`config.mk`:
```
export PLATFORM = sky130hd
export DESIGN_NAME = ifa_top
export DESIGN_NICKNAME = d
export VERILOG_FILES = /design/src/include/ifa_pkg.sv /design/src/include/ifa_chan_if.sv /design/src/rtl/ifa_top.sv /design/src/rtl/ifa_din_chan.sv
export SDC_FILE = /design/constraint.sdc
export NUM_CORES = 1
export LEC_CHECK = 0
export BUFFER_PORTS_ARGS = -buffer_cell sky130_fd_sc_hd__buf_2
export CAP_MARGIN = 15
export CORE_ASPECT_RATIO = 1.25
export CORE_UTILIZATION = 45
export DETAILED_ROUTE_END_ITERATION = 12
export HOLD_SLACK_MARGIN = 0.03
export PLACE_DENSITY = 0.68
export SKIP_CTS_REPAIR_TIMING = 1
export SLEW_MARGIN = 20
export SYNTH_ARGS = -nofsm -noshare
export SYNTH_HDL_FRONTEND = slang
export SYNTH_SLANG_ARGS = --single-unit
```
`constraint.sdc`:
```
create_clock -name clk -period 2.8 [get_ports clk]
set_input_delay 0.14 -clock clk [delete_from_list [all_inputs] [get_ports clk]]
set_output_delay 0.14 -clock clk [all_outputs]
set_load 0.02 [all_outputs]
```
`src/include/ifa_pkg.sv`:
```
package ifa_pkg;
   // Timing base for the seconds prescaler
   localparam int CLK_PERIOD_NS = 4;
   localparam int SECOND_NS = 1000000000;
   localparam int CYCLES_PER_SEC = SECOND_NS / CLK_PERIOD_NS;

   // Failsafe interval in whole seconds
   localparam int SEC_W = 14;
   localparam logic [13:0] TIMEOUT_MIN = 14'h0001;
   localparam logic [13:0] TIMEOUT_MAX = 14'h270f;
   localparam logic [13:0] TIMEOUT_RST = 14'h001e;

   // Register byte offsets
   localparam logic [11:0] ADDR_CTRL = 12'h000;
   localparam logic [11:0] ADDR_TIMEOUT = 12'h004;
   localparam logic [11:0] ADDR_CHEN = 12'h008;
   localparam logic [11:0] ADDR_DINCFG = 12'h00c;
   localparam logic [11:0] ADDR_OUT = 12'h010;
   localparam logic [11:0] ADDR_FSACT = 12'h014;
   localparam logic [11:0] ADDR_STATUS = 12'h018;
   localparam logic [11:0] ADDR_COUNT = 12'h01c;
   localparam logic [11:0] ADDR_ACK = 12'h020;

   // Field positions
   localparam int CTRL_FS_EN = 0;
   localparam int CTRL_PATH_LSB = 1;
   localparam int PATH_W = 3;
   localparam int CHEN_OUT_LSB = 16;
   localparam int OUT_EXT_LSB = 16;
   localparam int ACK_CLR_LSB = 16;
   localparam int STAT_LATCH_LSB = 8;
   localparam int STAT_ALARM_LSB = 16;
   localparam int STAT_EXP_BIT = 24;
   localparam int CFG_W = 8;
   localparam int CFG_LATCH_LSB = 0;
   localparam int CFG_INV = 2;
   localparam int CFG_TRIG_LSB = 3;
   localparam int CFG_MANCLR = 5;
   localparam int CFG_OUTMODE = 6;

   // Reset values
   localparam logic [31:0] CTRL_RST = 32'h00000000;
   localparam logic [31:0] CHEN_RST = 32'h00000000;
   localparam logic [31:0] DINCFG_RST = 32'h00000000;
   localparam logic [31:0] OUT_RST = 32'h00000000;
   localparam logic [31:0] FSACT_RST = 32'h00000000;

   typedef enum logic [1:0] {LATCH_NONE = 2'h0, LATCH_RISE = 2'h1, LATCH_FALL = 2'h2} ifa_latch_t;
   typedef enum logic [1:0] {TRIG_OFF = 2'h0, TRIG_INACTIVE = 2'h1, TRIG_ACTIVE = 2'h2} ifa_trig_t;
   typedef enum logic [1:0] {FS_NONE = 2'h0, FS_ACTIVATE = 2'h1, FS_DEACTIVATE = 2'h2} ifa_fsact_t;
endpackage : ifa_pkg

```
`src/include/ifa_chan_if.sv`:
```
`timescale 1ns/1ns
interface ifa_chan_if;
   logic en;
   logic [7:0] cfg;
   logic ackLatch;
   logic clrAlarm;
   logic status;
   logic latched;
   logic alarm;
   logic change;
   logic raiseEvt;
   logic clearEvt;
   modport ctl
   (
      output en, cfg, ackLatch, clrAlarm,
      input status, latched, alarm, change, raiseEvt, clearEvt
   );
   modport chan
   (
      input en, cfg, ackLatch, clrAlarm,
      output status, latched, alarm, change, raiseEvt, clearEvt
   );
endinterface : ifa_chan_if

```
`src/rtl/ifa_top.sv`:
```
`timescale 1ns/1ns
// Overview of operation
// RQ1 - One global failsafe enable, off after reset, gates all failsafe actions.
// RQ2 - After an idle interval the timer expires and outputs apply their actions.
// RQ3 - Interval is 1 to 9999 whole seconds, resetting to 30.
// RQ4 - Every output, relay and serial pin has its own activate or deactivate action.
// RQ5 - Action none leaves the output unchanged; none is the reset choice.
// RQ6 - Extension outputs use a private timer that runs while no session exists.
// RQ7 - Any qualifying activity reloads the countdown to the programmed interval.
// RQ8 - Input-mode channels sample their line; input mode is the reset setting.
// RQ9 - Per input latch of none, rising or falling transition, default none.
// RQ10 - A captured latch stays set until software acknowledges it.
// RQ11 - Inversion, off after reset, reports the complement of the line.
// RQ12 - Inactive trigger raises on active-to-inactive; disabled trigger raises nothing.
// RQ13 - Active trigger raises on inactive-to-active.
// RQ14 - Auto clear, the default, clears once the input leaves the trigger state.
// RQ15 - Manual clear keeps the alarm until an explicit clear request.
// RQ16 - Each raise and clear emits an event, gated by notification paths off at reset.
// RQ17 - A disabled channel does no sampling, alarm or output activity.
module ifa_top
#(
   parameter int NIN = 4,
   parameter int NDOUT = 4,
   parameter int NRELAY = 2,
   parameter int NSERIAL = 2,
   parameter int TICK_CYCLES = ifa_pkg::CYCLES_PER_SEC
)
(
   input wire logic clk,
   input wire logic srst,
   input wire logic psel,
   input wire logic penable,
   input wire logic pwrite,
   input wire logic [11:0] paddr,
   input wire logic [31:0] pwdata,
   input wire logic [3:0] pstrb,
   output logic [31:0] prdata,
   output logic pready,
   output logic pslverr,
   input wire logic [NIN-1:0] dinLine,
   input wire logic [NDOUT+NRELAY+NSERIAL-1:0] sessionActive,
   output logic [NDOUT+NRELAY+NSERIAL-1:0] outDrive,
   output logic failsafeExpired,
   output logic [NIN-1:0] notifyRaise,
   output logic [NIN-1:0] notifyClear,
   output logic [2:0] notifyPath
);
   localparam int NOUT = NDOUT + NRELAY + NSERIAL;
   localparam logic [31:0] TICK_LAST = 32'(TICK_CYCLES - 1);

   logic [31:0] prdata_reg, rdMux;
   logic pready_reg, pslverr_reg, addrHit, access, done, wrEn;
   logic [3:0] ctrl_reg;
   logic [13:0] timeout_reg, timeoutNext, fsCount_reg;
   logic [NIN-1:0] inEn_reg;
   logic [NOUT-1:0] outEn_reg, outState_reg, outExt_reg, extExp_reg, fire, extFire;
   logic [NIN*ifa_pkg::CFG_W-1:0] dinCfg_reg;
   logic [2*NOUT-1:0] fsAct_reg;
   logic [13:0] extCount_reg [NOUT];
   logic [31:0] preCnt_reg;
   logic expired_reg, tick, fsEn, act, globalFire, anyPath;
   logic [NIN-1:0] notifyRaise_reg, notifyClear_reg;
   logic [2:0] notifyPath_reg;
   logic [31:0] ctrlRd, chenRd, cfgRd, outRd, fsRd, statRd;
   logic [31:0] ctrlWr, toWr, chenWr, cfgWr, outWr, fsWr;
   logic wrCtrl, wrTimeout, wrChen, wrCfg, wrOut, wrFs, wrAck;
   logic [NIN-1:0] inStatus, inLatched, inAlarm, inChange, inRaise, inClear, ackLatch, clrAlarm;

   function automatic logic [31:0] applyStrb
   (
      input logic [31:0] old,
      input logic [31:0] data,
      input logic [3:0] strb
   );
      logic [31:0] res;
      res = old;
      for (int b = 0; b < 4; b++)
         if (strb[b])
            res[8*b +: 8] = data[8*b +: 8];
      return res;
   endfunction : applyStrb

   // APB slave, one wait state
   assign access = psel && penable;
   assign done = access && pready_reg;
   assign wrEn = done && pwrite;
   assign wrCtrl = wrEn && paddr == ifa_pkg::ADDR_CTRL;
   assign wrTimeout = wrEn && paddr == ifa_pkg::ADDR_TIMEOUT;
   assign wrChen = wrEn && paddr == ifa_pkg::ADDR_CHEN;
   assign wrCfg = wrEn && paddr == ifa_pkg::ADDR_DINCFG;
   assign wrOut = wrEn && paddr == ifa_pkg::ADDR_OUT;
   assign wrFs = wrEn && paddr == ifa_pkg::ADDR_FSACT;
   assign wrAck = wrEn && paddr == ifa_pkg::ADDR_ACK;

   assign ctrlRd = 32'(ctrl_reg);
   assign chenRd = 32'(inEn_reg) | (32'(outEn_reg) << ifa_pkg::CHEN_OUT_LSB);
   assign cfgRd = 32'(dinCfg_reg);
   assign outRd = 32'(outState_reg) | (32'(outExt_reg) << ifa_pkg::OUT_EXT_LSB);
   assign fsRd = 32'(fsAct_reg);
   assign statRd = 32'(inStatus) | (32'(inLatched) << ifa_pkg::STAT_LATCH_LSB)
      | (32'(inAlarm) << ifa_pkg::STAT_ALARM_LSB) | (32'(expired_reg) << ifa_pkg::STAT_EXP_BIT);
   assign ctrlWr = applyStrb(ctrlRd, pwdata, pstrb);
   assign toWr = applyStrb(32'(timeout_reg), pwdata, pstrb);
   assign chenWr = applyStrb(chenRd, pwdata, pstrb);
   assign cfgWr = applyStrb(cfgRd, pwdata, pstrb);
   assign outWr = applyStrb(outRd, pwdata, pstrb);
   assign fsWr = applyStrb(fsRd, pwdata, pstrb);
   assign ackLatch = wrAck ? pwdata[NIN-1:0] : '0;
   assign clrAlarm = wrAck ? pwdata[ifa_pkg::ACK_CLR_LSB +: NIN] : '0;

   always_comb
   begin
      rdMux = 32'h00000000;
      addrHit = 1'b1;
      case (paddr)
         ifa_pkg::ADDR_CTRL: rdMux = ctrlRd;
         ifa_pkg::ADDR_TIMEOUT: rdMux = 32'(timeout_reg);
         ifa_pkg::ADDR_CHEN: rdMux = chenRd;
         ifa_pkg::ADDR_DINCFG: rdMux = cfgRd;
         ifa_pkg::ADDR_OUT: rdMux = outRd;
         ifa_pkg::ADDR_FSACT: rdMux = fsRd;
         ifa_pkg::ADDR_STATUS: rdMux = statRd;
         ifa_pkg::ADDR_COUNT: rdMux = 32'(fsCount_reg);
         ifa_pkg::ADDR_ACK: rdMux = 32'h00000000;
         default: addrHit = 1'b0;
      endcase
   end

   always_ff @(posedge clk)
   begin
      if (srst)
      begin
         pready_reg <= 1'b0;
         prdata_reg <= 32'h00000000;
         pslverr_reg <= 1'b0;
      end
      else
      begin
         pready_reg <= access && !pready_reg;
         if (access && !pready_reg)
         begin
            prdata_reg <= pwrite ? 32'h00000000 : rdMux;
            pslverr_reg <= !addrHit;
         end
         else
            pslverr_reg <= 1'b0;
      end
   end

   // RQ3 clamp interval to its legal range
   always_comb
   begin
      timeoutNext = toWr[13:0];
      if (toWr[31:14] != 18'h00000 || toWr[13:0] > ifa_pkg::TIMEOUT_MAX)
         timeoutNext = ifa_pkg::TIMEOUT_MAX;
      else if (toWr[13:0] < ifa_pkg::TIMEOUT_MIN)
         timeoutNext = ifa_pkg::TIMEOUT_MIN;
   end

   always_ff @(posedge clk)
   begin
      if (srst)
      begin
         ctrl_reg <= ifa_pkg::CTRL_RST[3:0];
         timeout_reg <= ifa_pkg::TIMEOUT_RST;
         inEn_reg <= ifa_pkg::CHEN_RST[NIN-1:0];
         outEn_reg <= ifa_pkg::CHEN_RST[ifa_pkg::CHEN_OUT_LSB +: NOUT];
         dinCfg_reg <= ifa_pkg::DINCFG_RST[NIN*ifa_pkg::CFG_W-1:0];
         outExt_reg <= ifa_pkg::OUT_RST[ifa_pkg::OUT_EXT_LSB +: NOUT];
         fsAct_reg <= ifa_pkg::FSACT_RST[2*NOUT-1:0];
      end
      else
      begin
         if (wrCtrl)
            ctrl_reg <= ctrlWr[3:0];
         if (wrTimeout)
            timeout_reg <= timeoutNext;
         if (wrChen)
         begin
            inEn_reg <= chenWr[NIN-1:0];
            outEn_reg <= chenWr[ifa_pkg::CHEN_OUT_LSB +: NOUT];
         end
         if (wrCfg)
            dinCfg_reg <= cfgWr[NIN*ifa_pkg::CFG_W-1:0];
         if (wrOut)
            outExt_reg <= outWr[ifa_pkg::OUT_EXT_LSB +: NOUT];
         if (wrFs)
            fsAct_reg <= fsWr[2*NOUT-1:0];
      end
   end

   // RQ1 global failsafe enable
   assign fsEn = ctrl_reg[ifa_pkg::CTRL_FS_EN];
   // RQ7 activity sources that restart the idle interval
   assign act = wrOut || wrTimeout || wrFs || (|inChange);
   assign tick = fsEn && preCnt_reg == TICK_LAST;

   always_ff @(posedge clk)
   begin
      if (srst || !fsEn || tick)
         preCnt_reg <= 32'h00000000;
      else
         preCnt_reg <= preCnt_reg + 32'h00000001;
   end

   // RQ2 RQ7 global idle countdown
   assign globalFire = fsEn && !act && tick && !expired_reg && fsCount_reg == 14'h0000;
   always_ff @(posedge clk)
   begin
      if (srst)
      begin
         fsCount_reg <= ifa_pkg::TIMEOUT_RST;
         expired_reg <= 1'b0;
      end
      else if (!fsEn || act)
      begin
         fsCount_reg <= wrTimeout ? timeoutNext : timeout_reg;
         expired_reg <= 1'b0;
      end
      else if (tick && !expired_reg)
      begin
         if (fsCount_reg == 14'h0000)
            expired_reg <= 1'b1;
         else
            fsCount_reg <= fsCount_reg - 14'h0001;
      end
   end

   // RQ6 per output session timers
   always_ff @(posedge clk)
   begin
      for (int i = 0; i < NOUT; i++)
      begin
         if (srst)
         begin
            extCount_reg[i] <= ifa_pkg::TIMEOUT_RST;
            extExp_reg[i] <= 1'b0;
         end
         else if (!fsEn || !outExt_reg[i] || sessionActive[i])
         begin
            extCount_reg[i] <= timeout_reg;
            extExp_reg[i] <= 1'b0;
         end
         else if (tick && !extExp_reg[i])
         begin
            if (extCount_reg[i] == 14'h0000)
               extExp_reg[i] <= 1'b1;
            else
               extCount_reg[i] <= extCount_reg[i] - 14'h0001;
         end
      end
   end

   always_comb
   begin
      for (int i = 0; i < NOUT; i++)
      begin
         extFire[i] = fsEn && outExt_reg[i] && !sessionActive[i] && tick && !extExp_reg[i]
            && extCount_reg[i] == 14'h0000;
         fire[i] = outExt_reg[i] ? extFire[i] : globalFire;
      end
   end

   // RQ4 RQ5 RQ17 output state with failsafe actions
   always_ff @(posedge clk)
   begin
      for (int i = 0; i < NOUT; i++)
      begin
         if (srst)
            outState_reg[i] <= ifa_pkg::OUT_RST[i];
         else if (!outEn_reg[i])
            outState_reg[i] <= 1'b0;
         else if (wrOut)
            outState_reg[i] <= outWr[i];
         else if (fire[i] && fsAct_reg[2*i +: 2] == ifa_pkg::FS_ACTIVATE)
            outState_reg[i] <= 1'b1;
         else if (fire[i] && fsAct_reg[2*i +: 2] == ifa_pkg::FS_DEACTIVATE)
            outState_reg[i] <= 1'b0;
      end
   end

   for (genvar g = 0; g < NIN; g++)
   begin : gIn
      ifa_chan_if chIf ();
      assign chIf.en = inEn_reg[g];
      assign chIf.cfg = dinCfg_reg[g*ifa_pkg::CFG_W +: ifa_pkg::CFG_W];
      assign chIf.ackLatch = ackLatch[g];
      assign chIf.clrAlarm = clrAlarm[g];
      assign inStatus[g] = chIf.status;
      assign inLatched[g] = chIf.latched;
      assign inAlarm[g] = chIf.alarm;
      assign inChange[g] = chIf.change;
      assign inRaise[g] = chIf.raiseEvt;
      assign inClear[g] = chIf.clearEvt;
      ifa_din_chan uChan
      (
         .clk(clk),
         .srst(srst),
         .line(dinLine[g]),
         .ch(chIf)
      );
   end

   // RQ16 gated notification events
   assign anyPath = |ctrl_reg[ifa_pkg::CTRL_PATH_LSB +: ifa_pkg::PATH_W];
   always_ff @(posedge clk)
   begin
      if (srst)
      begin
         notifyRaise_reg <= '0;
         notifyClear_reg <= '0;
         notifyPath_reg <= 3'h0;
      end
      else
      begin
         notifyRaise_reg <= anyPath ? inRaise : '0;
         notifyClear_reg <= anyPath ? inClear : '0;
         notifyPath_reg <= (|{inRaise, inClear}) ? ctrl_reg[ifa_pkg::CTRL_PATH_LSB +: 3] : 3'h0;
      end
   end

   assign prdata = prdata_reg;
   assign pready = pready_reg;
   assign pslverr = pslverr_reg;
   assign outDrive = outState_reg;
   assign failsafeExpired = expired_reg;
   assign notifyRaise = notifyRaise_reg;
   assign notifyClear = notifyClear_reg;
   assign notifyPath = notifyPath_reg;

   for (genvar k = 0; k < NOUT; k++)
   begin : gAst

   end
endmodule : ifa_top

```
`src/rtl/ifa_din_chan.sv`:
```
`timescale 1ns/1ns
module ifa_din_chan
(
   input wire logic clk,
   input wire logic srst,
   input wire logic line,
   ifa_chan_if.chan ch
);
   logic syncA_reg, syncB_reg, status_reg, latched_reg, alarm_reg, raise_reg, clear_reg;
   logic sampled, cur, rise, fall, manual, raiseCond, clearCond;
   ifa_pkg::ifa_latch_t latchSel;
   ifa_pkg::ifa_trig_t trig;

   assign latchSel = ifa_pkg::ifa_latch_t'(ch.cfg[ifa_pkg::CFG_LATCH_LSB +: 2]);
   assign trig = ifa_pkg::ifa_trig_t'(ch.cfg[ifa_pkg::CFG_TRIG_LSB +: 2]);
   assign manual = ch.cfg[ifa_pkg::CFG_MANCLR];
   // RQ8 RQ17 sample enabled inputs
   assign sampled = ch.en && !ch.cfg[ifa_pkg::CFG_OUTMODE];
   // RQ11 optional inversion
   assign cur = syncB_reg ^ ch.cfg[ifa_pkg::CFG_INV];
   assign rise = sampled && cur && !status_reg;
   assign fall = sampled && !cur && status_reg;

   always_comb
   begin
      raiseCond = 1'b0;
      clearCond = 1'b1;
      case (trig)
         // RQ13 RQ14 RQ15 active trigger
         ifa_pkg::TRIG_ACTIVE:
         begin
            raiseCond = rise;
            clearCond = manual ? ch.clrAlarm : fall;
         end
         // RQ12 inactive trigger
         ifa_pkg::TRIG_INACTIVE:
         begin
            raiseCond = fall;
            clearCond = manual ? ch.clrAlarm : rise;
         end
         default:
         begin
            raiseCond = 1'b0;
            clearCond = 1'b1;
         end
      endcase
   end

   always_ff @(posedge clk)
   begin
      syncA_reg <= line;
      syncB_reg <= syncA_reg;
   end

   always_ff @(posedge clk)
   begin
      if (srst)
         status_reg <= 1'b0;
      else
         status_reg <= sampled ? cur : 1'b0;
   end

   // RQ9 RQ10 transition latch, capture wins
   always_ff @(posedge clk)
   begin
      if (srst)
         latched_reg <= 1'b0;
      else if ((latchSel == ifa_pkg::LATCH_RISE && rise) || (latchSel == ifa_pkg::LATCH_FALL && fall))
         latched_reg <= 1'b1;
      else if (ch.ackLatch)
         latched_reg <= 1'b0;
   end

   // RQ16 alarm state and raise or clear events
   always_ff @(posedge clk)
   begin
      if (srst)
      begin
         alarm_reg <= 1'b0;
         raise_reg <= 1'b0;
         clear_reg <= 1'b0;
      end
      else
      begin
         raise_reg <= ch.en && !alarm_reg && raiseCond;
         clear_reg <= ch.en && alarm_reg && !raiseCond && clearCond;
         if (ch.en && raiseCond)
            alarm_reg <= 1'b1;
         else if (ch.en && clearCond)
            alarm_reg <= 1'b0;
      end
   end

   assign ch.status = status_reg;
   assign ch.latched = latched_reg;
   assign ch.alarm = alarm_reg;
   assign ch.change = rise || fall;
   assign ch.raiseEvt = raise_reg;
   assign ch.clearEvt = clear_reg;
endmodule : ifa_din_chan

```
# Yosys cells after proc, flatten, opt, wreduce, memory -nomap -nowiden
# Memory sizes are Yosys's and may differ from the RTL's.
# Cells that the tools add are included.
dict set report totals {
  register_bits 222
  ram_bits 112
  in_bits 65
  out_inout_bits 54
  word_cells 614
  mem_count 1
}
dict set report classes {
  n_addsub 10
  n_lt_le_gt_ge 2
  n_eq_ne 42
  muxes 165
  bitwise_logic 40
  n_reduce_logical 290
}
# memory depth word_bits rd rd_ports_with_merged_regs wr line
set memory_table {}
lappend memory_table {extCount_reg 8 14 8 0 8 ifa_top.sv:59} ;# logic [13:0] extCount_reg [NOUT];
# op count
set ops {}
lappend ops {{$mux 14} 22}
lappend ops {{$pmux 32 s8} 1}
lappend ops {{$logic_and 1x1->1} 137}
lappend ops {{$logic_not 14->1} 9}
lappend ops {{$sub 14x1->14 const B} 9}
lappend ops {{$mux 1} 123}
lappend ops {{$mux 8} 7}
lappend ops {{$logic_not 1->1} 49}
lappend ops {{$eq 12x5->1 const B} 4}
lappend ops {{$reduce_or 2->1} 24}
lappend ops {{$reduce_and 2->1} 17}
lappend ops {{$add 32x1->32 const B} 1}
lappend ops {{$eq 2x1->1 const B} 16}
lappend ops {{$eq 2x2->1 const B} 16}
lappend ops {{$eq 32x28->1 const B} 1}
lappend ops {{$mux 32} 1}
lappend ops {{$logic_or 1x1->1} 31}
lappend ops {{$or 20x25->25} 1}
lappend ops {{$eq 12x4->1 const B} 2}
lappend ops {{$or 4x24->24} 1}
lappend ops {{$or 8x24->24} 1}
lappend ops {{$reduce_bool 3->1} 8}
lappend ops {{$or 12x20->20} 1}
lappend ops {{$reduce_bool 18->1} 1}
lappend ops {{17 further kinds} 66}

# Logic depth before layout (Yosys ltp)
# Gate-level depths: netlist (run 1).
dict set report depth {
  ltp_word 17
  ltp_mapped 10
}

# By module
# From an unflattened synthesis (run 1), not the netlist that was laid out.
dict set report unflattened {
  hier_cells 1857
  hier_area_um2 17314.1
}
# mod instances cells_each area_per_inst_um2 seq_area_each_um2
set modules_own_cells {}
lappend modules_own_cells {ifa_top 1 1685 15797.7 7247.0}
lappend modules_own_cells {ifa_din_chan 4 43 379.1 140.1}

# Worst setup path after synthesis (run 1)
# OpenSTA, ideal clock, no wires.
dict set report synth_path {
  path_kind {reg2reg}
  start {reg preCnt_reg[7]}
  end {mem extCount_reg[2][0] (netlist: extCount_reg[0][28]), enable pin}
  setup_ns 0.373
  t_arrival_ns 2.732
  slack_ns -0.305
  path_stages_with_launch 11
  path_buffers 3
  period_less_slack_ns 3.105
  cell_sequence {dfxtp_1 > clkbuf_1 > nor4_1 > nand3_1 > or4_1 > nor2_1 > nand2_1 > or4_1 > clkbuf_1 > clkbuf_1 > nand3_1}
}
# element line
set synth_rtl {}
lappend synth_rtl {{start: declaration} ifa_top.sv:60} ;# logic [31:0] preCnt_reg;
lappend synth_rtl {{start signal: assignment} ifa_top.sv:203} ;# preCnt_reg <= preCnt_reg + 32'h00000001;
lappend synth_rtl {{end: declaration} ifa_top.sv:59}

# Worst setup path after layout (run 1)
dict set report layout_path {
  start {reg fsCount_reg[10]}
  end {reg outState_reg[5] (netlist: outDrive[5])}
}
dict set report layout_via {
  elab_chain_cells 6
}
# element line
set layout_rtl {}
lappend layout_rtl {{start: declaration} ifa_top.sv:54} ;# logic [13:0] timeout_reg, timeoutNext, fsCount_reg;
lappend layout_rtl {{start signal: assignment} ifa_top.sv:212} ;# fsCount_reg <= ifa_pkg::TIMEOUT_RST;
lappend layout_rtl {{start signal: assignment} ifa_top.sv:217} ;# fsCount_reg <= wrTimeout ? timeoutNext : timeout_reg;
lappend layout_rtl {{start signal: assignment} ifa_top.sv:225} ;# fsCount_reg <= fsCount_reg - 14'h0001;
lappend layout_rtl {{$logic_not 14->1 *} ifa_top.sv:207} ;# assign globalFire = fsEn && !act && tick && !expired_reg && fsCount_reg == 14'h0000;
lappend layout_rtl {{$logic_and 1x1->1 *} ifa_top.sv:207}
lappend layout_rtl {{$mux 1 *} ifa_top.sv:260} ;# fire[i] = outExt_reg[i] ? extFire[i] : globalFire;
lappend layout_rtl {{$logic_and 1x1->1} ifa_top.sv:275} ;# else if (fire[i] && fsAct_reg[2*i +: 2] == ifa_pkg::FS_ACTIVATE)
lappend layout_rtl {{$mux 1} ifa_top.sv:275}
lappend layout_rtl {{$mux 1} ifa_top.sv:273} ;# else if (wrOut)
lappend layout_rtl {{end signal: indexed assignment} ifa_top.sv:270} ;# outState_reg[i] <= ifa_pkg::OUT_RST[i];
lappend layout_rtl {{end signal: indexed assignment} ifa_top.sv:274} ;# outState_reg[i] <= outWr[i];
lappend layout_rtl {{end: declaration} ifa_top.sv:56} ;# logic [NOUT-1:0] outEn_reg, outState_reg, outExt_reg, extExp_reg, fire, extFire;
# Mark *: on every way between the ends. The rest lies on a longest branch, timed or not.
# A chain may end at the register's enable or synchronous reset.

==> results of run 1 <==
==> logic make-up after synthesis <==
group                      synth area share [%]
AOI/OAI and AO/OA                         14.96
xor gates and xnor gates                  7.173
adders and majority gates                 1.417
buffers and inverters                     3.029
DFF                                       47.02
muxes                                     3.255
and+or+nand+nor                           23.15
==> worst min-delay path by stage <==
| stage | end | slack, ns | start | depth (start not counted) |
|---|---|---|---|---|
| detailed placement | gIn[2].uChan.syncA_reg$_DFF_P_ | 0.24 | dinLine[2] | 1 |
| finish | fsAct_reg[4]$_SDFFE_PP0P_ | -0.002 | pwdata[4] | 3 |
| global route | cfgRd[0]$_SDFFE_PP0P_ | 0.04 | pwdata[0] | 3 |
| global placement | gIn[0].uChan.syncA_reg$_DFF_P_ | 0.24 | dinLine[0] | 1 |
| floorplan | gIn[0].uChan.syncA_reg$_DFF_P_ | 0.17 | dinLine[0] | 0 |
| CTS | gIn[1].uChan.syncA_reg$_DFF_P_ | -0.33 | dinLine[1] | 1 |
==> per-layer routing <==
layer / part of all wire (%) / wire length [um] / vias to the layer above
met2: 48 / 24840 / 624
li1: - / - / 7126
met3: 7.0 / 3671 / 146
met1: 41 / 21200 / 7243
met5: 0 / 0 / -
met4: 4.7 / 2466 / 0
==> power by group <==
group          switching (mW)  leakage, nW  total, mW  internal (mW)
combinational           0.202         3.84      0.311          0.109
clock                    2.07        0.614       4.96           2.89
sequential            0.00348         3.03       4.98           4.98
==> critical path: cells and delay by family, from the launching register on <==
kind / cells / cell delay, ns
flops: 1 / 0.36
buf+inv: 3 / 0.48
simple gates: 4 / 1.34
compound gates: 2 / 0.39
==> through the flow <==
step	setup WS (ns)	utilization, %	total power [mW]	setup TNS [ns]	hold WS (ns)
4_1_cts	-0.1532	54.51	10.24	-3.455	-0.3299
5_1_grt	-0.002823	56.08	10.49	-0.005095	0.03511
6_report	0.08933	56.08	10.26	0	-0.002359
2_1_floorplan	0.01344	-	5.201	0	0.1677
3_5_place_dp	-0.09274	51.12	5.349	-1.179	0.2436
3_3_place_gp	-0.1353	51.12	5.349	-3.938	0.2429
==> synth_stat cells (all sizes together), types with 23 or more instances <==
master  count  area (um^2)
xor2       64        560.5
dfxtp     222         4444
nand3      52        260.3
inv        51        191.4
clkbuf     74        277.8
nand2b     28        175.2
nor2      215        807.0
nor4       39        262.8
nand4      23        150.1
nand2     192        720.7
edfxtp    112         3363
o22a       23        201.4
nor3       57        285.3
a21oi      77        385.4
mux2i      54        540.5
o21ai      96        480.5
a22oi      48        360.4
xnor2      72        630.6
==> layout make-up <==
cell class	instances	area (um^2)
flip-flops and latches	334	7809
fillers	3214	15940
clock buffers	52	1075
multi-input cells	1354	8497
inverters	53	198.9
clock inverters	14	155.1
well taps	480	600.6
repair buffers	283	2026
==> impl_metrics.py, run 1 <==
metrics = {
    "flow_run": {
        "maxCapViolations": 0,
    },
    "die": {
        "io-pin-count": 119,
        "die_width_um": 173.8,
        "die_height_um": 216.8,
        "standard_cell_row_count": 78,
        "initial_core_util_pct": 45.74,
        "fp.coreArea_um2": 36300,
        "die-area_um2": 37680,
    },
    "timing": {
        "finalHoldViolations": 2,
        "worst-slew-pin-transition_ns": 0.9179,
        "normalized_max_slew_margin_pct": 38.81,
        "clock.fmax_mhz": 368.9,
        "worst_clock_skew_ns": 0.03262,
        "fin_hold_ws_ns": -0.002359,
        "final_clock_period_utilization_by_the_worst_path_pct": 96.81,
        "finalMaxSlewViolations": 0,
        "period_minus_slack_ns": 2.711,
        "report.final.setup_viol": 0,
    },
    "final_layout": {
        "mostFrequentLayoutCell": "dfxtp_1",
        "ratio_of_cells_with_drive_above_1_in_the_final_layout_pct": 16.84,
        "insertedDiodeCount": 0,
        "largest_register_ffs": 112,
        "nets": 2145,
        "finish.instance_area_um2": 20360,
        "final_cells": 2570,
        "most-common-layout-cells": "dfxtp_1 (221), nor2_1 (212), nand2_1 (191)",
        "flow.area_growth_from_synthesis_pct": 22.61,
    },
    "global_routing": {
        "grt_antenna_before_repair": 0,
        "global_route.peak_usage_layer": "met2",
        "grtUsageMet1_pct": 34.11,
        "first_global_vias": 14420,
        "grt_use_total_pct": 27.10,
        "gr-total-overflow": 0,
        "globalRouteMet3Util_pct": 4.647,
        "grt_util_met2_pct": 44.67,
        "grt_max_degree": 157,
        "wire_length_of_the_first_global_routing_pass_um": 80340,
    },
    "critical_path": {
        "critical_path.cell_chain": "or4_1 -> nor4b_2 -> buf_4 -> nand2_1 -> or3_4 -> buf_4 -> buf_4 -> o311ai_0 -> a21oi_1",
        "path_class": "flip-flop to flip-flop",
        "critPathRequiredTime_ns": 3.21,
        "critPathLaunchType": "flip-flop",
        "critical-path-max-stage-delay_ns": 0.56,
        "worstPathMaxFanout": 4,
        "path_common_cell": "buf_4",
        "timing.rr.start": "fsCount_reg[10]$_SDFFE_PP0P_",
        "crit_path_start": "fsCount_reg[10]$_SDFFE_PP0P_",
        "crit_path_top_delay_cell": "or4_1",
        "endpoint": "outDrive[5]$_SDFFE_PP0P_",
        "timing.critical_path.arrival_ns": 3.12,
        "setup.reg_to_reg.worst_slack_ns": 0.09,
        "worstRegToRegCells": 9,
        "crit-reg2reg-capture": "outDrive[5]$_SDFFE_PP0P_",
        "worstSetupEndpointType": "flip-flop",
    },
    "placement": {
        "dp.cells": 2461,
        "place_congestion": 0.9238,
        "portBuffers": 118,
        "post_detail_place_hpwl_um": 37510,
        "placed_area_um2": 18560,
    },
    "logic_synthesis": {
        "synthDistinctLibCells": 71,
        "yosysWarningCount": 0,
        "synth_seq_area_share_pct": 47.02,
        "synth-seq-cells": 334,
        "postSynthNetCount": 1904,
        "synth_cells": 1821,
        "mappedNetlistArea_um2": 16610,
        "synth_async_sr_flop_share_pct": 0,
        "ys.flop_type": "dfxtp_1",
        "post_synth.cell_area_avg_um2": 9.119,
        "number_of_synthesized_flops_with_an_enable_pin": 112,
    },
    "cts": {
        "clk_latency_ns": 0.56,
        "clock_tree.buffer_depth": 3,
        "cts_inserted_buffers": 36,
        "numClockSinks": 334,
        "clockRootBuffer": "clkbuf_16",
        "htree_levels": 2,
        "cts_tree": "built",
        "cts.clk_slew.worst_paths_ns": 0.07,
    },
    "run_status": {
        "outcome": "finished with violations",
        "violations": "hold timing",
    },
    "routing": {
        "drcViolationCount": 0,
        "routed_wl_um": 52170,
        "vias": 15140,
        "drt_first_iter_violations": 1446,
        "post_drt_antenna_nets": 0,
        "via_per_inst": 5.891,
        "detail_route.wl_per_cell_um": 20.30,
        "drt_first_pass_iters": 8,
    },
    "min_path": {
        "holdCritPathClass": "primary input to flip-flop",
    },
    "power": {
        "power_density_nw_per_um2": 503.9,
        "ir_worst_vdd_mv": 0.4069,
        "p_leak_nw": 7.486,
    },
}
No activity file was read; power rests on OpenSTA's default activity.
==> run 2, diff against run 1 <==
Settings changed: CORE_UTILIZATION 45 to 50, PLACE_DENSITY 0.68 to 0.74, TNS_END_PERCENT from default to 1.
==> impl_metrics.py, run 2 (synthesis results as in run 1) <==
metrics = {
    "run_status": {
        "outcome": "completed",
    },
    "die": {
        "initial_core_util_pct": 50.81,
        "die_height_um": 205.8,
        "die-area_um2": 33950,
        "io-pin-count": 119,
        "die_width_um": 165,
        "fp.coreArea_um2": 32680,
        "standard_cell_row_count": 74,
    },
    "critical_path": {
        "timing.rr.start": "preCnt_reg[11]$_SDFF_PP0_",
        "crit_path_start": "preCnt_reg[11]$_SDFF_PP0_",
        "path_class": "flip-flop to flip-flop",
        "worstSetupEndpointType": "flip-flop",
        "timing.critical_path.arrival_ns": 3.10,
        "critPathRequiredTime_ns": 3.18,
        "critPathLaunchType": "flip-flop",
        "setup.reg_to_reg.worst_slack_ns": 0.08,
        "worstPathMaxFanout": 11,
        "worstRegToRegCells": 10,
    },
    "final_layout": {
        "ratio_of_cells_with_drive_above_1_in_the_final_layout_pct": 15.89,
        "mostFrequentLayoutCell": "dfxtp_1",
        "largest_register_ffs": 112,
        "finish.instance_area_um2": 20030,
        "nets": 2130,
        "final_cells": 2488,
        "insertedDiodeCount": 0,
        "most-common-layout-cells": "dfxtp_1 (222), nor2_1 (213), nand2_1 (191)",
        "flow.area_growth_from_synthesis_pct": 20.61,
    },
    "min_path": {
        "holdCritPathClass": "primary input to flip-flop",
        "min_path_cells": 3,
        "min_from": "pwdata[2]",
    },
    "placement": {
        "dp.cells": 2390,
        "portBuffers": 118,
        "placed_area_um2": 18420,
        "post_detail_place_hpwl_um": 36880,
        "place_congestion": 1.013,
    },
    "global_routing": {
        "first_global_vias": 14400,
        "grt_use_total_pct": 30.04,
        "grt_max_degree": 157,
        "gr-total-overflow": 0,
        "grt_antenna_before_repair": 0,
        "wire_length_of_the_first_global_routing_pass_um": 78350,
    },
    "timing": {
        "fin_hold_ws_ns": 0.005958,
        "rsz0062_at_grt": "true",
        "finalSetupTns_ns": 0,
        "final_clock_period_utilization_by_the_worst_path_pct": 97.22,
        "period_minus_slack_ns": 2.722,
        "report.final.setup_viol": 0,
        "worst-slew-pin-transition_ns": 0.8627,
        "finalMaxSlewViolations": 0,
        "finalHoldViolations": 0,
        "worst_clock_skew_ns": 0.02974,
        "clock.fmax_mhz": 367.3,
        "normalized_max_slew_margin_pct": 42.49,
    },
    "routing": {
        "drcViolationCount": 0,
        "detail_route.wl_per_cell_um": 20.69,
        "routed_wl_um": 51490,
        "drt_first_iter_violations": 1792,
        "via_per_inst": 6.166,
        "post_drt_antenna_nets": 0,
        "drt_first_pass_iters": 8,
        "vias": 15340,
    },
    "cts": {
        "cts_inserted_buffers": 34,
        "clock_tree.buffer_depth": 3,
        "cts.clk_slew.worst_paths_ns": 0.06,
        "cts_tree": "built",
        "htree_levels": 2,
        "clockRootBuffer": "clkbuf_16",
        "numClockSinks": 334,
        "clk_latency_ns": 0.54,
    },
    "power": {
        "power_density_nw_per_um2": 487.3,
        "ir_worst_vdd_mv": 0.5068,
        "p_leak_nw": 7.347,
    },
    "flow_run": {
        "maxCapViolations": 0,
    },
}
## run 2: cell type report
| class | instances | area [um^2] |
|---|---|---|
| Fill cell | 2694 | 12660 |
| Multi-Input combinational cell | 1354 | 8439 |
| Sequential cell | 334 | 7807 |
| Timing Repair Buffer | 270 | 1984 |
| Clock buffer | 45 | 973.4 |
| Tap cell | 418 | 523.0 |
| Inverter | 53 | 198.9 |
| Clock inverter | 14 | 101.3 |
## run 2: path summary, 6_finish.rpt
| check | to |
|---|---|
| setup / recovery | extCount_reg[0][51]$_DFFE_PP_ |
| hold / removal | cfgRd[2]$_SDFFE_PP0P_ |
| setup reg to reg | extCount_reg[0][51]$_DFFE_PP_ |
| hold reg to reg | gIn[3].uChan.syncB_reg$_DFF_P_ |
## run 2: report_power, final
group / switching, mW / internal, mW
combinational: 0.204 / 0.108
sequential: 0.00343 / 4.98
clock: 1.93 / 2.54
total: 2.13 / 7.63
## run 2: stage by stage
step | total power, mW | setup WS (ns) | utilization (%)
after global placement | 5.348 | -0.1362 | 56.35
after floorplan | 5.201 | -0.1239 | -
after global routing | 9.999 | -0.06147 | 61.28
after detailed placement | 5.349 | -0.1773 | 56.35
after CTS | 9.754 | -0.1766 | 59.64
final | 9.759 | 0.07770 | 61.28
## run 2: worst max-delay path, stage by stage (launching register included)
cell and delay (ns):
dfxtp_1 0.31, nor4_1 0.29, nand4_1 0.13, or4_4 0.51
buf_4 0.17, nor2_4 0.09, nand2_2 0.08, or4_4 0.54
buf_6 0.16, buf_4 0.15, o21ai_1 0.14
## run 2: routing by layer
metal  GRT usage [%]  wire, um  share of wire (%)  up-vias
li1                -         -                  -     7100
met2           48.92     24280                 47      759
met3           4.314      4264                8.3      187
met5               0         0                  0        -
met1           37.93     20070                 39     7295
met4           16.91      2876                5.6        0
